===== src/common/wiper_lut_pkg.sv =====
package wiper_lut_pkg;

  // register offsets
  localparam logic [7:0] ADDR_INITIAL_VALUE   = 8'h00;
  localparam logic [7:0] ADDR_SHADOW_CONTROL  = 8'h02;
  localparam logic [7:0] ADDR_MODE_CONTROL    = 8'h03;
  localparam logic [7:0] ADDR_TABLE_POINTER   = 8'h08;
  localparam logic [7:0] ADDR_WIPER_VALUE     = 8'h09;
  localparam logic [7:0] ADDR_OVERRIDE_CTL    = 8'h0A;
  localparam logic [7:0] ADDR_THERMAL_RESULT  = 8'h0C;
  localparam logic [7:0] ADDR_SUPPLY_RESULT   = 8'h0E;
  localparam logic [7:0] ADDR_TABLE_FIRST     = 8'h80;
  localparam logic [7:0] ADDR_TABLE_LAST      = 8'hC7;

  // field positions
  localparam int SHADOW_BIT         = 7;
  localparam int UPDATE_MODE_BIT    = 0;
  localparam int ADDER_MODE_BIT     = 1;
  localparam int POINTER_MANUAL_BIT = 1;
  localparam int WIPER_MANUAL_BIT   = 2;

  // values after reset
  localparam logic [7:0] MODE_CONTROL_RST = 8'h01;
  localparam logic [7:0] POINTER_RST      = 8'h00;
  localparam logic [6:0] WIPER_RST        = 7'h00;
  localparam logic [7:0] OVERRIDE_RST     = 8'h00;
  localparam logic       SHADOW_RST       = 1'b0;

  // lookup table geometry and temperature banding
  localparam int          TABLE_SLOTS    = 72;
  localparam logic [6:0]  SLOT_LAST      = 7'd71;
  localparam logic [8:0]  TEMP_BAND_BIAS = 9'd41;
  localparam logic [6:0]  WIPER_MAX      = 7'h7F;

  // conversion frame timing at the 25 MHz system clock
  localparam int CLK_MHZ            = 25;
  localparam int CONV_PERIOD_US     = 10000;
  localparam int CONV_PERIOD_CYCLES = CONV_PERIOD_US * CLK_MHZ;

endpackage


===== src/frame_timer.sv =====
`timescale 1ns/1ps
module frame_timer
  import wiper_lut_pkg::*;
#(
  parameter int PERIOD_CYCLES = CONV_PERIOD_CYCLES
) (
  input  wire logic sys_clk,
  input  wire logic srst,
  input  wire logic run,
  output logic      tick
);
  localparam int CW = $clog2(PERIOD_CYCLES + 1);
  localparam logic [CW-1:0] LAST = CW'(PERIOD_CYCLES - 1);

  logic [CW-1:0] count_r;

  // free count while running, restart from zero when stopped
  always_ff @(posedge sys_clk) begin
    if (srst || !run) begin
      count_r <= '0;
    end else if (count_r == LAST) begin
      count_r <= '0;
    end else begin
      count_r <= count_r + CW'(1);
    end
  end

  // one pulse at the end of every frame period
  always_ff @(posedge sys_clk) begin
    if (srst) begin
      tick <= 1'b0;
    end else begin
      tick <= run && (count_r == LAST);
    end
  end
endmodule


===== src/wiper_calc.sv =====
`timescale 1ns/1ps
module wiper_calc
  import wiper_lut_pkg::*;
(
  input  wire logic [7:0] temp,
  input  wire logic [7:0] entry,
  input  wire logic [6:0] initial_value,
  input  wire logic       adder,
  output logic      [6:0] slot,
  output logic      [6:0] wiper_nxt
);
  logic signed [8:0] biased;
  logic signed [8:0] sum;
  logic        [8:0] shifted;

  // two-degree bands, clamped to first and last slot
  always_comb begin
    biased  = $signed({temp[7], temp}) + $signed(TEMP_BAND_BIAS);
    shifted = 9'($unsigned(biased) >> 1);
    if (biased < 0) begin
      slot = 7'd0;
    end else if (shifted > {2'b00, SLOT_LAST}) begin
      slot = SLOT_LAST;
    end else begin
      slot = shifted[6:0];
    end
  end

  // direct entry or saturated sum with the initial value
  always_comb begin
    sum = $signed({2'b00, initial_value}) + $signed({{2{entry[6]}}, entry[6:0]});
    if (!adder) begin
      wiper_nxt = entry[7] ? WIPER_MAX : entry[6:0];
    end else if (sum < 0) begin
      wiper_nxt = 7'd0;
    end else if (sum > $signed({2'b00, WIPER_MAX})) begin
      wiper_nxt = WIPER_MAX;
    end else begin
      wiper_nxt = sum[6:0];
    end
  end
endmodule


===== src/wiper_lut_control_regs.sv =====
// Functional notes
// - update mode 0: wiper loads initial value at power-up, results frozen
// - update mode 1: wiper set by host pointer/wiper writes or lookup path
// - adder bit picks lookup value alone or lookup plus initial value
// - mode control writes go to nonvolatile copy unless shadow bit set; recalled at power-up
// - pointer always readable; host writes accepted only with pointer manual set
// - pointer reads zero after power-on until the first frame ends
// - wiper auto-filled from lookup, always readable, host writes need wiper manual
// - wiper is a seven-bit unsigned quantity
// - update mode 1 refreshes wiper per frame; mode 0 holds initial-value writes
// - wiper manual bit selects automatic loading or host programming of wiper
// - pointer manual bit selects per-conversion pointer update or host writes
// - thermal result is signed degrees, refreshed per frame only in update mode
// - supply result is refreshed per frame only in update mode
// - compensation table holds one nonvolatile byte per temperature slot
// - table entries unsigned 8-bit without adder, signed 7-bit with adder
// - shadow bit 0: initial-value writes hit wiper and nonvolatile copy; 1: wiper only
`timescale 1ns/1ps
module wiper_lut_control_regs
  import wiper_lut_pkg::*;
#(
  parameter int PERIOD_CYCLES = CONV_PERIOD_CYCLES
) (
  input  wire logic       sys_clk,
  input  wire logic       srst,
  input  wire logic       reg_wr,
  input  wire logic       reg_rd,
  input  wire logic [7:0] reg_addr,
  input  wire logic [7:0] reg_wdata,
  output logic      [7:0] reg_rdata,
  input  wire logic [7:0] nv_ivr,
  input  wire logic [7:0] nv_mode,
  output logic            nv_wr,
  output logic      [7:0] nv_wr_addr,
  output logic      [7:0] nv_wr_data,
  input  wire logic [7:0] temp_sample,
  input  wire logic [7:0] supply_sample,
  output logic            conv_start,
  output logic      [6:0] wiper_out
);

  // control and data registers
  logic       boot_r;
  logic       shadow_r;
  logic [1:0] mode_r;
  logic [2:1] override_r;
  logic [7:0] ivr_r;
  logic [7:0] pointer_r;
  logic [6:0] wiper_r;
  logic [7:0] thermal_r;
  logic [7:0] supply_r;
  logic       ptr_stage_r;
  logic       wip_stage_r;
  logic [7:0] table_mem [TABLE_SLOTS];

  // decoded controls
  logic       update_mode;
  logic       adder_mode;
  logic       pointer_manual;
  logic       wiper_manual;
  logic       frame_tick;
  logic       table_hit;
  logic [6:0] table_index;
  logic [6:0] ptr_clamped;
  logic [7:0] table_output_value;
  logic [6:0] calc_slot;
  logic [6:0] calc_wiper;

  assign update_mode    = mode_r[UPDATE_MODE_BIT];
  assign adder_mode     = mode_r[ADDER_MODE_BIT] && update_mode;
  assign pointer_manual = override_r[POINTER_MANUAL_BIT] && update_mode;
  assign wiper_manual   = override_r[WIPER_MANUAL_BIT] && update_mode;
  assign wiper_out      = wiper_r;

  // table window decode and host-side index
  assign table_hit   = (reg_addr >= ADDR_TABLE_FIRST) && (reg_addr <= ADDR_TABLE_LAST);
  assign table_index = 7'(reg_addr - ADDR_TABLE_FIRST);

  // pointer values beyond the last slot address the last slot
  assign ptr_clamped = (pointer_r > {1'b0, SLOT_LAST}) ? SLOT_LAST : pointer_r[6:0];
  assign table_output_value = table_mem[ptr_clamped];

  frame_timer #(
    .PERIOD_CYCLES (PERIOD_CYCLES)
  ) u_timer (
    .sys_clk (sys_clk),
    .srst    (srst),
    .run     (update_mode && !boot_r),
    .tick    (frame_tick)
  );

  wiper_calc u_calc (
    .temp      (thermal_r),
    .entry     (table_output_value),
    .initial_value       (ivr_r[6:0]),
    .adder     (adder_mode),
    .slot      (calc_slot),
    .wiper_nxt (calc_wiper)
  );

  // conversion request to the converter, one per frame
  always_ff @(posedge sys_clk) begin
    if (srst) begin
      conv_start <= 1'b0;
    end else begin
      conv_start <= frame_tick;
    end
  end

  // power-up recall runs in the first cycle after reset release
  always_ff @(posedge sys_clk) begin
    if (srst) begin
      boot_r <= 1'b1;
    end else begin
      boot_r <= 1'b0;
    end
  end

  // shadow enable, volatile, clear at power-up
  always_ff @(posedge sys_clk) begin
    if (srst) begin
      shadow_r <= SHADOW_RST;
    end else if (reg_wr && reg_addr == ADDR_SHADOW_CONTROL) begin
      shadow_r <= reg_wdata[SHADOW_BIT];
    end
  end

  // mode control: recalled from the nonvolatile copy, then host writes
  always_ff @(posedge sys_clk) begin
    if (srst) begin
      mode_r <= MODE_CONTROL_RST[1:0];
    end else if (boot_r) begin
      mode_r <= nv_mode[1:0];
    end else if (reg_wr && reg_addr == ADDR_MODE_CONTROL) begin
      mode_r <= reg_wdata[1:0];
    end
  end

  // manual override bits; bit 0 is not stored
  always_ff @(posedge sys_clk) begin
    if (srst) begin
      override_r <= OVERRIDE_RST[2:1];
    end else if (reg_wr && reg_addr == ADDR_OVERRIDE_CTL) begin
      override_r <= reg_wdata[2:1];
    end
  end

  // volatile image of the initial value
  always_ff @(posedge sys_clk) begin
    if (srst) begin
      ivr_r <= 8'h00;
    end else if (boot_r) begin
      ivr_r <= nv_ivr;
    end else if (reg_wr && reg_addr == ADDR_INITIAL_VALUE && !shadow_r) begin
      ivr_r <= reg_wdata;
    end
  end

  // nonvolatile write requests for the initial value, mode control and table
  always_ff @(posedge sys_clk) begin
    if (srst) begin
      nv_wr      <= 1'b0;
      nv_wr_addr <= 8'h00;
      nv_wr_data <= 8'h00;
    end else begin
      nv_wr      <= 1'b0;
      if (reg_wr && !boot_r) begin
        if (reg_addr == ADDR_INITIAL_VALUE && !shadow_r) begin
          nv_wr      <= 1'b1;
          nv_wr_addr <= reg_addr;
          nv_wr_data <= reg_wdata;
        end else if (reg_addr == ADDR_MODE_CONTROL && !shadow_r) begin
          nv_wr      <= 1'b1;
          nv_wr_addr <= reg_addr;
          nv_wr_data <= {6'b000000, reg_wdata[1:0]};
        end else if (table_hit) begin
          nv_wr      <= 1'b1;
          nv_wr_addr <= reg_addr;
          nv_wr_data <= reg_wdata;
        end
      end
    end
  end

  // compensation table storage, one byte per slot
  always_ff @(posedge sys_clk) begin
    if (reg_wr && table_hit) begin
      table_mem[table_index] <= reg_wdata;
    end
  end

  // converter results latched once per frame, only in update mode
  always_ff @(posedge sys_clk) begin
    if (srst) begin
      thermal_r <= 8'h00;
      supply_r  <= 8'h00;
    end else if (frame_tick && update_mode) begin
      thermal_r <= temp_sample;
      supply_r  <= supply_sample;
    end
  end

  // frame sequence: results, then pointer, then wiper
  always_ff @(posedge sys_clk) begin
    if (srst) begin
      ptr_stage_r <= 1'b0;
    end else begin
      ptr_stage_r <= frame_tick && update_mode;
    end
  end

  // wiper reload after a pointer step or a host pointer write
  always_ff @(posedge sys_clk) begin
    if (srst) begin
      wip_stage_r <= 1'b0;
    end else begin
      wip_stage_r <= (ptr_stage_r ||
                      (reg_wr && reg_addr == ADDR_TABLE_POINTER && pointer_manual))
                     && update_mode;
    end
  end

  // table pointer: zero until the first frame, then automatic or manual
  always_ff @(posedge sys_clk) begin
    if (srst) begin
      pointer_r <= POINTER_RST;
    end else if (reg_wr && reg_addr == ADDR_TABLE_POINTER && pointer_manual) begin
      pointer_r <= reg_wdata;
    end else if (ptr_stage_r && !pointer_manual) begin
      pointer_r <= {1'b0, calc_slot};
    end
  end

  // wiper: power-up initial value, host writes, or frame refresh
  always_ff @(posedge sys_clk) begin
    if (srst) begin
      wiper_r <= WIPER_RST;
    end else if (boot_r) begin
      wiper_r <= nv_ivr[6:0];
    end else if (reg_wr && reg_addr == ADDR_INITIAL_VALUE) begin
      wiper_r <= reg_wdata[6:0];
    end else if (reg_wr && reg_addr == ADDR_WIPER_VALUE && wiper_manual) begin
      wiper_r <= reg_wdata[6:0];
    end else if (wip_stage_r && !wiper_manual) begin
      wiper_r <= calc_wiper;
    end
  end

  // registered read data; unmapped offsets read zero
  always_ff @(posedge sys_clk) begin
    if (srst) begin
      reg_rdata <= 8'h00;
    end else if (reg_rd) begin
      if (table_hit) begin
        reg_rdata <= table_mem[table_index];
      end else begin
        unique case (reg_addr)
          ADDR_INITIAL_VALUE:  reg_rdata <= shadow_r ? {1'b0, wiper_r} : ivr_r;
          ADDR_SHADOW_CONTROL: reg_rdata <= {shadow_r, 7'h00};
          ADDR_MODE_CONTROL:   reg_rdata <= {6'h00, mode_r};
          ADDR_TABLE_POINTER:  reg_rdata <= pointer_r;
          ADDR_WIPER_VALUE:    reg_rdata <= {1'b0, wiper_r};
          ADDR_OVERRIDE_CTL:   reg_rdata <= {5'h00, override_r, 1'b0};
          ADDR_THERMAL_RESULT: reg_rdata <= thermal_r;
          ADDR_SUPPLY_RESULT:  reg_rdata <= supply_r;
          default:             reg_rdata <= 8'h00;
        endcase
      end
    end
  end

endmodule


===== config.mk =====
export PLATFORM = sky130hd
export DESIGN_NAME = wiper_lut_control_regs
export DESIGN_NICKNAME = d
export VERILOG_FILES = /design/src/common/wiper_lut_pkg.sv /design/src/frame_timer.sv /design/src/wiper_calc.sv /design/src/wiper_lut_control_regs.sv
export SDC_FILE = /design/constraint.sdc
export NUM_CORES = 1
export LEC_CHECK = 0
export CAP_MARGIN = 20
export CORE_AREA = 2 2 276 278
export CTS_CLUSTER_DIAMETER = 60
export CTS_CLUSTER_SIZE = 28
export DETAILED_ROUTE_END_ITERATION = 10
export DIE_AREA = 0 0 278 280
export DONT_BUFFER_PORTS = 1
export HOLD_SLACK_MARGIN = 0.1
export SLEW_MARGIN = 5
export SYNTH_ARGS = -nofsm -noshare
export SYNTH_HDL_FRONTEND = slang
export SYNTH_SLANG_ARGS = --single-unit

===== constraint.sdc =====
create_clock -name sys_clk -period 10.2 [get_ports sys_clk]
set_input_delay 0.51 -clock sys_clk [delete_from_list [all_inputs] [get_ports sys_clk]]
set_output_delay 0.51 -clock sys_clk [all_outputs]
set_load 0.05 [all_outputs]

==> impl_results.md <==
- Number of port buffers: 0
- Die Height: 280 um
- Post-layout net count: 2,765
- Placed Instances: 3,581
- Max-slew violations: 0
- Hold Startpoint: nv_ivr[4]
- Final Cell Area: 0.0365 mm2
- Run status: finished clean
- Crit-path cells: buf_4 > buf_4 > o31ai_4 > buf_4 > nand2_2 > buf_4 > mux2i_1 > a21oi_1 > nor2_1 > nor4b_1 > a41o_1 > ha_1 > a21oi_1 > a21boi_0 > o21a_1 > o21ai_0 > nor2b_1 > or3b_2 > mux2i_2 > nor3_1 > o31ai_1
- Vias in the first global route: 25,100
- RR Startpoint: pointer_r[3]
- Reg2reg end: wiper_out[6]
- Post-synth EDFFs: 576
- Synth Warn #: 0
- WP buf/inv: 4
- Dpl hpwl: 78.5 mm
- Sequential-to-total area share from yosys stat: 0.572
- Overall routing resource usage: 0.332
- H-tree levels: 2
- Total Die Area: 0.0778 mm2
- Layout Cells excl Fill: 3,723
- Clk Latency, worst-skew pair: 680 ps
- Min-delay worst type: input port to flop
- Worst Skew: 55.7 ps
- Hold_ws: 122 ps
- Final TNS setup: 0 ps
- Max incr delay on CP: 850 ps
- Initial antenna violation count: 13
- RSZ-0062 raised after global routing: false
- Row count: 101
- Worst EP arrival: 7540 ps
- Unique masters post-synth: 91
- Mapped Avg Cell Area: 12.1 um2
- Synthesized cell area: 0.0334 mm2
- Synthesized flop and latch total: 668
- Core area: 0.0752 mm2
- Root buffer cell: clkbuf_16
- Die W: 278 um
- Routed len/inst: 35.6 um
- Fmax: 143 MHz
- # setup viols final: 0
- Layout cells sized above 1: 0.136
- Most frequent cells in the layout: 576 x edfxtp_1, 245 x nor2_1, 202 x nand2_1
- Total grt overflow: 0
- Worst Path Class, Setup: flop to flop
- Clk slew on worst S/H paths: 80 ps
- Hold path cells: 3
- Most frequent CP cell: buf_4
- CTS Buf Count: 50
- CP top delay family: simple AND/OR/NAND/NOR gates
- 1st-iter DRT viols: 4,227
- Flop2flop setup slack: 3210 ps
- CP max stage cell: nor4b_1
- Routed wire length: 132 mm
- Fin crit share: 0.685
- Placed Area: 0.0341 mm2
- Initial DRT Pass Iterations: 6
- Pleak: 11.5 nW
- Via Count: 26,700
- R2R depth: 21
- Initial Utilization: 0.445
- Hold Violations, Final: 0
- Max Cap Viol: 0
- Clock Path Buffers: 3
- Pwr per Cell Area: 151 mW/mm2
- Commonest non-fill, non-tap cell in the layout: edfxtp_1
- Layout area overhead: 9.31%
- VDD IR max: 0.160 mV
- Final ANT Viol Nets: 0
- Total setup buffers inserted after CTS: 0
- Worst Hold End: ivr_r[4]
- Placer Congestion: 0.939
- Worst-margin pin slew: 1280 ps
- CP Launch Type: flop
- Crit path max fanout: 22
- Period minus WS final: 6990 ps
- IO Count: 85
- Clock sink total: 668
- Drt drc: 0
- Net Count, Synth: 2,828
- Asr flop ratio synth: 0
- CP Capture Type: flop
- Normalized max-slew margin: 0.125
- First-pass GRT wire length: 185 mm
- Worst EP required: 10,750 ps
- CTS tree: yes
- Largest net degree at the start of global routing: 161
- Overall power: 0.00553 W
- Gate Count Post-Synth: 2,764
- Synth Flop Type: edfxtp_1
- Via density per instance: 7.16
-- worst max path at each step --
stage               slack (ps)           end  cells after the start         start
finish                    3210  wiper_out[6]                     21  pointer_r[3]
global route              3160  wiper_out[6]                     21  pointer_r[3]
CTS                       3500  wiper_out[6]                     21  pointer_r[3]
detailed placement        3500  wiper_out[6]                     21  pointer_r[3]
global placement          3640  wiper_out[6]                     21  pointer_r[3]
floorplan                 5780  wiper_out[6]                     21  pointer_r[4]
-- layer usage --
| metal | routed length, um | track usage |
|---|---|---|
| met5 | 149 | 0.00625 |
| met4 | 9920 | 0.212 |
| met3 | 17700 | 0.0954 |
| met2 | 56200 | 0.487 |
| met1 | 48400 | 0.431 |
-- tightest hold or removal path, delay by kind of cell --
kind            cells  cell delay, ps
buf+inv             1              30
compound gates      2             170
-- area by class of cell --
| class | count | area [um2] |
|---|---|---|
| sequential | 668 | 19100 |
| inverter | 28 | 105 |
| tap | 978 | 1220 |
| timing repair buffer | 112 | 1130 |
| multi-input combinational | 1841 | 13100 |
| clock buffer | 55 | 1310 |
| antenna | 2 | 5.00 |
| clock inverter | 39 | 510 |
| fill | 6495 | 38600 |
-- per-stage QoR --
| step | worst slack, ps | util |
|---|---|---|
| 2_1_floorplan | 5780 | - |
| 3_3_place_gp | 3640 | 0.453 |
| 3_5_place_dp | 3500 | 0.454 |
| 4_1_cts | 3500 | 0.486 |
| 5_1_grt | 3160 | 0.486 |
| 6_report | 3210 | 0.486 |
-- logic make-up after synthesis --
family,after synthesis,synth area share
AOI/OAI and AO/OA,769,0.165
xor gates and xnor gates,23,0.00602
adders and majority gates,12,0.00472
buffers and inverters,255,0.0369
DFF,668,0.572
muxes,314,0.114
and+or+nand+nor,723,0.101
-- state kept, by name (all words and copies together) (netlist names), 2 cells and up --
signal,count
ivr_r,8
mode_r,2
nv_wr_addr,8
nv_wr_data,8
override_r,2
pointer_r,8
reg_rdata,8
supply_r,8
table_mem,576
thermal_r,8
u_timer.count_r,18
wiper_out,7
-- report_power, final --
| part | switching (W) | internal, W | total (W) |
|---|---|---|---|
| Combinational | 0.000205 | 0.000111 | 0.000316 |
| Clock | 0.00117 | 0.00104 | 0.00221 |
| Sequential | 0.0000305 | 0.00297 | 0.00300 |
-- cells in the mapped netlist, drive strengths merged, types with 10 or more instances --
cell type,n,share of area
nor2,255,0.030
o21ai,106,0.016
clkbuf,89,0.010
o21bai,12,0.0027
a31oi,32,0.0060
buf,138,0.024
mux2,126,0.042
and3,19,0.0036
xor2,13,0.0034
nor4,13,0.0026
ha,11,0.0041
mux2i,147,0.044
mux4,41,0.028
o221ai,54,0.014
o211ai,21,0.0047
o31ai,11,0.0029
nand2b,16,0.0030
a221o,21,0.0063
o21a,14,0.0031
edfxtp,576,0.52
o41ai,11,0.0033
xnor2,10,0.0026
inv,26,0.0029
nor3b,11,0.0028
o22a,10,0.0026
a22oi,64,0.014
a2111oi,10,0.0026
nor2b,40,0.0075
dfxtp,92,0.055
a221oi,105,0.028
nand4,16,0.0032
a211oi,41,0.0092
or4,10,0.0022
a21oi,145,0.022
nand3,82,0.013
o22ai,24,0.0045
nor3,23,0.0036
o2111ai,14,0.0037
a22o,15,0.0039
and2,11,0.0021
nand2,205,0.023
-- repair_timing --
| action | CTS | global route |
|---|---|---|
| endpoints found under the hold margin | 650 | 0 |
| gates resized for setup | 0 | 0 |
| hold buffers | 44 | 0 |
(Power assumes the default switching activity.)
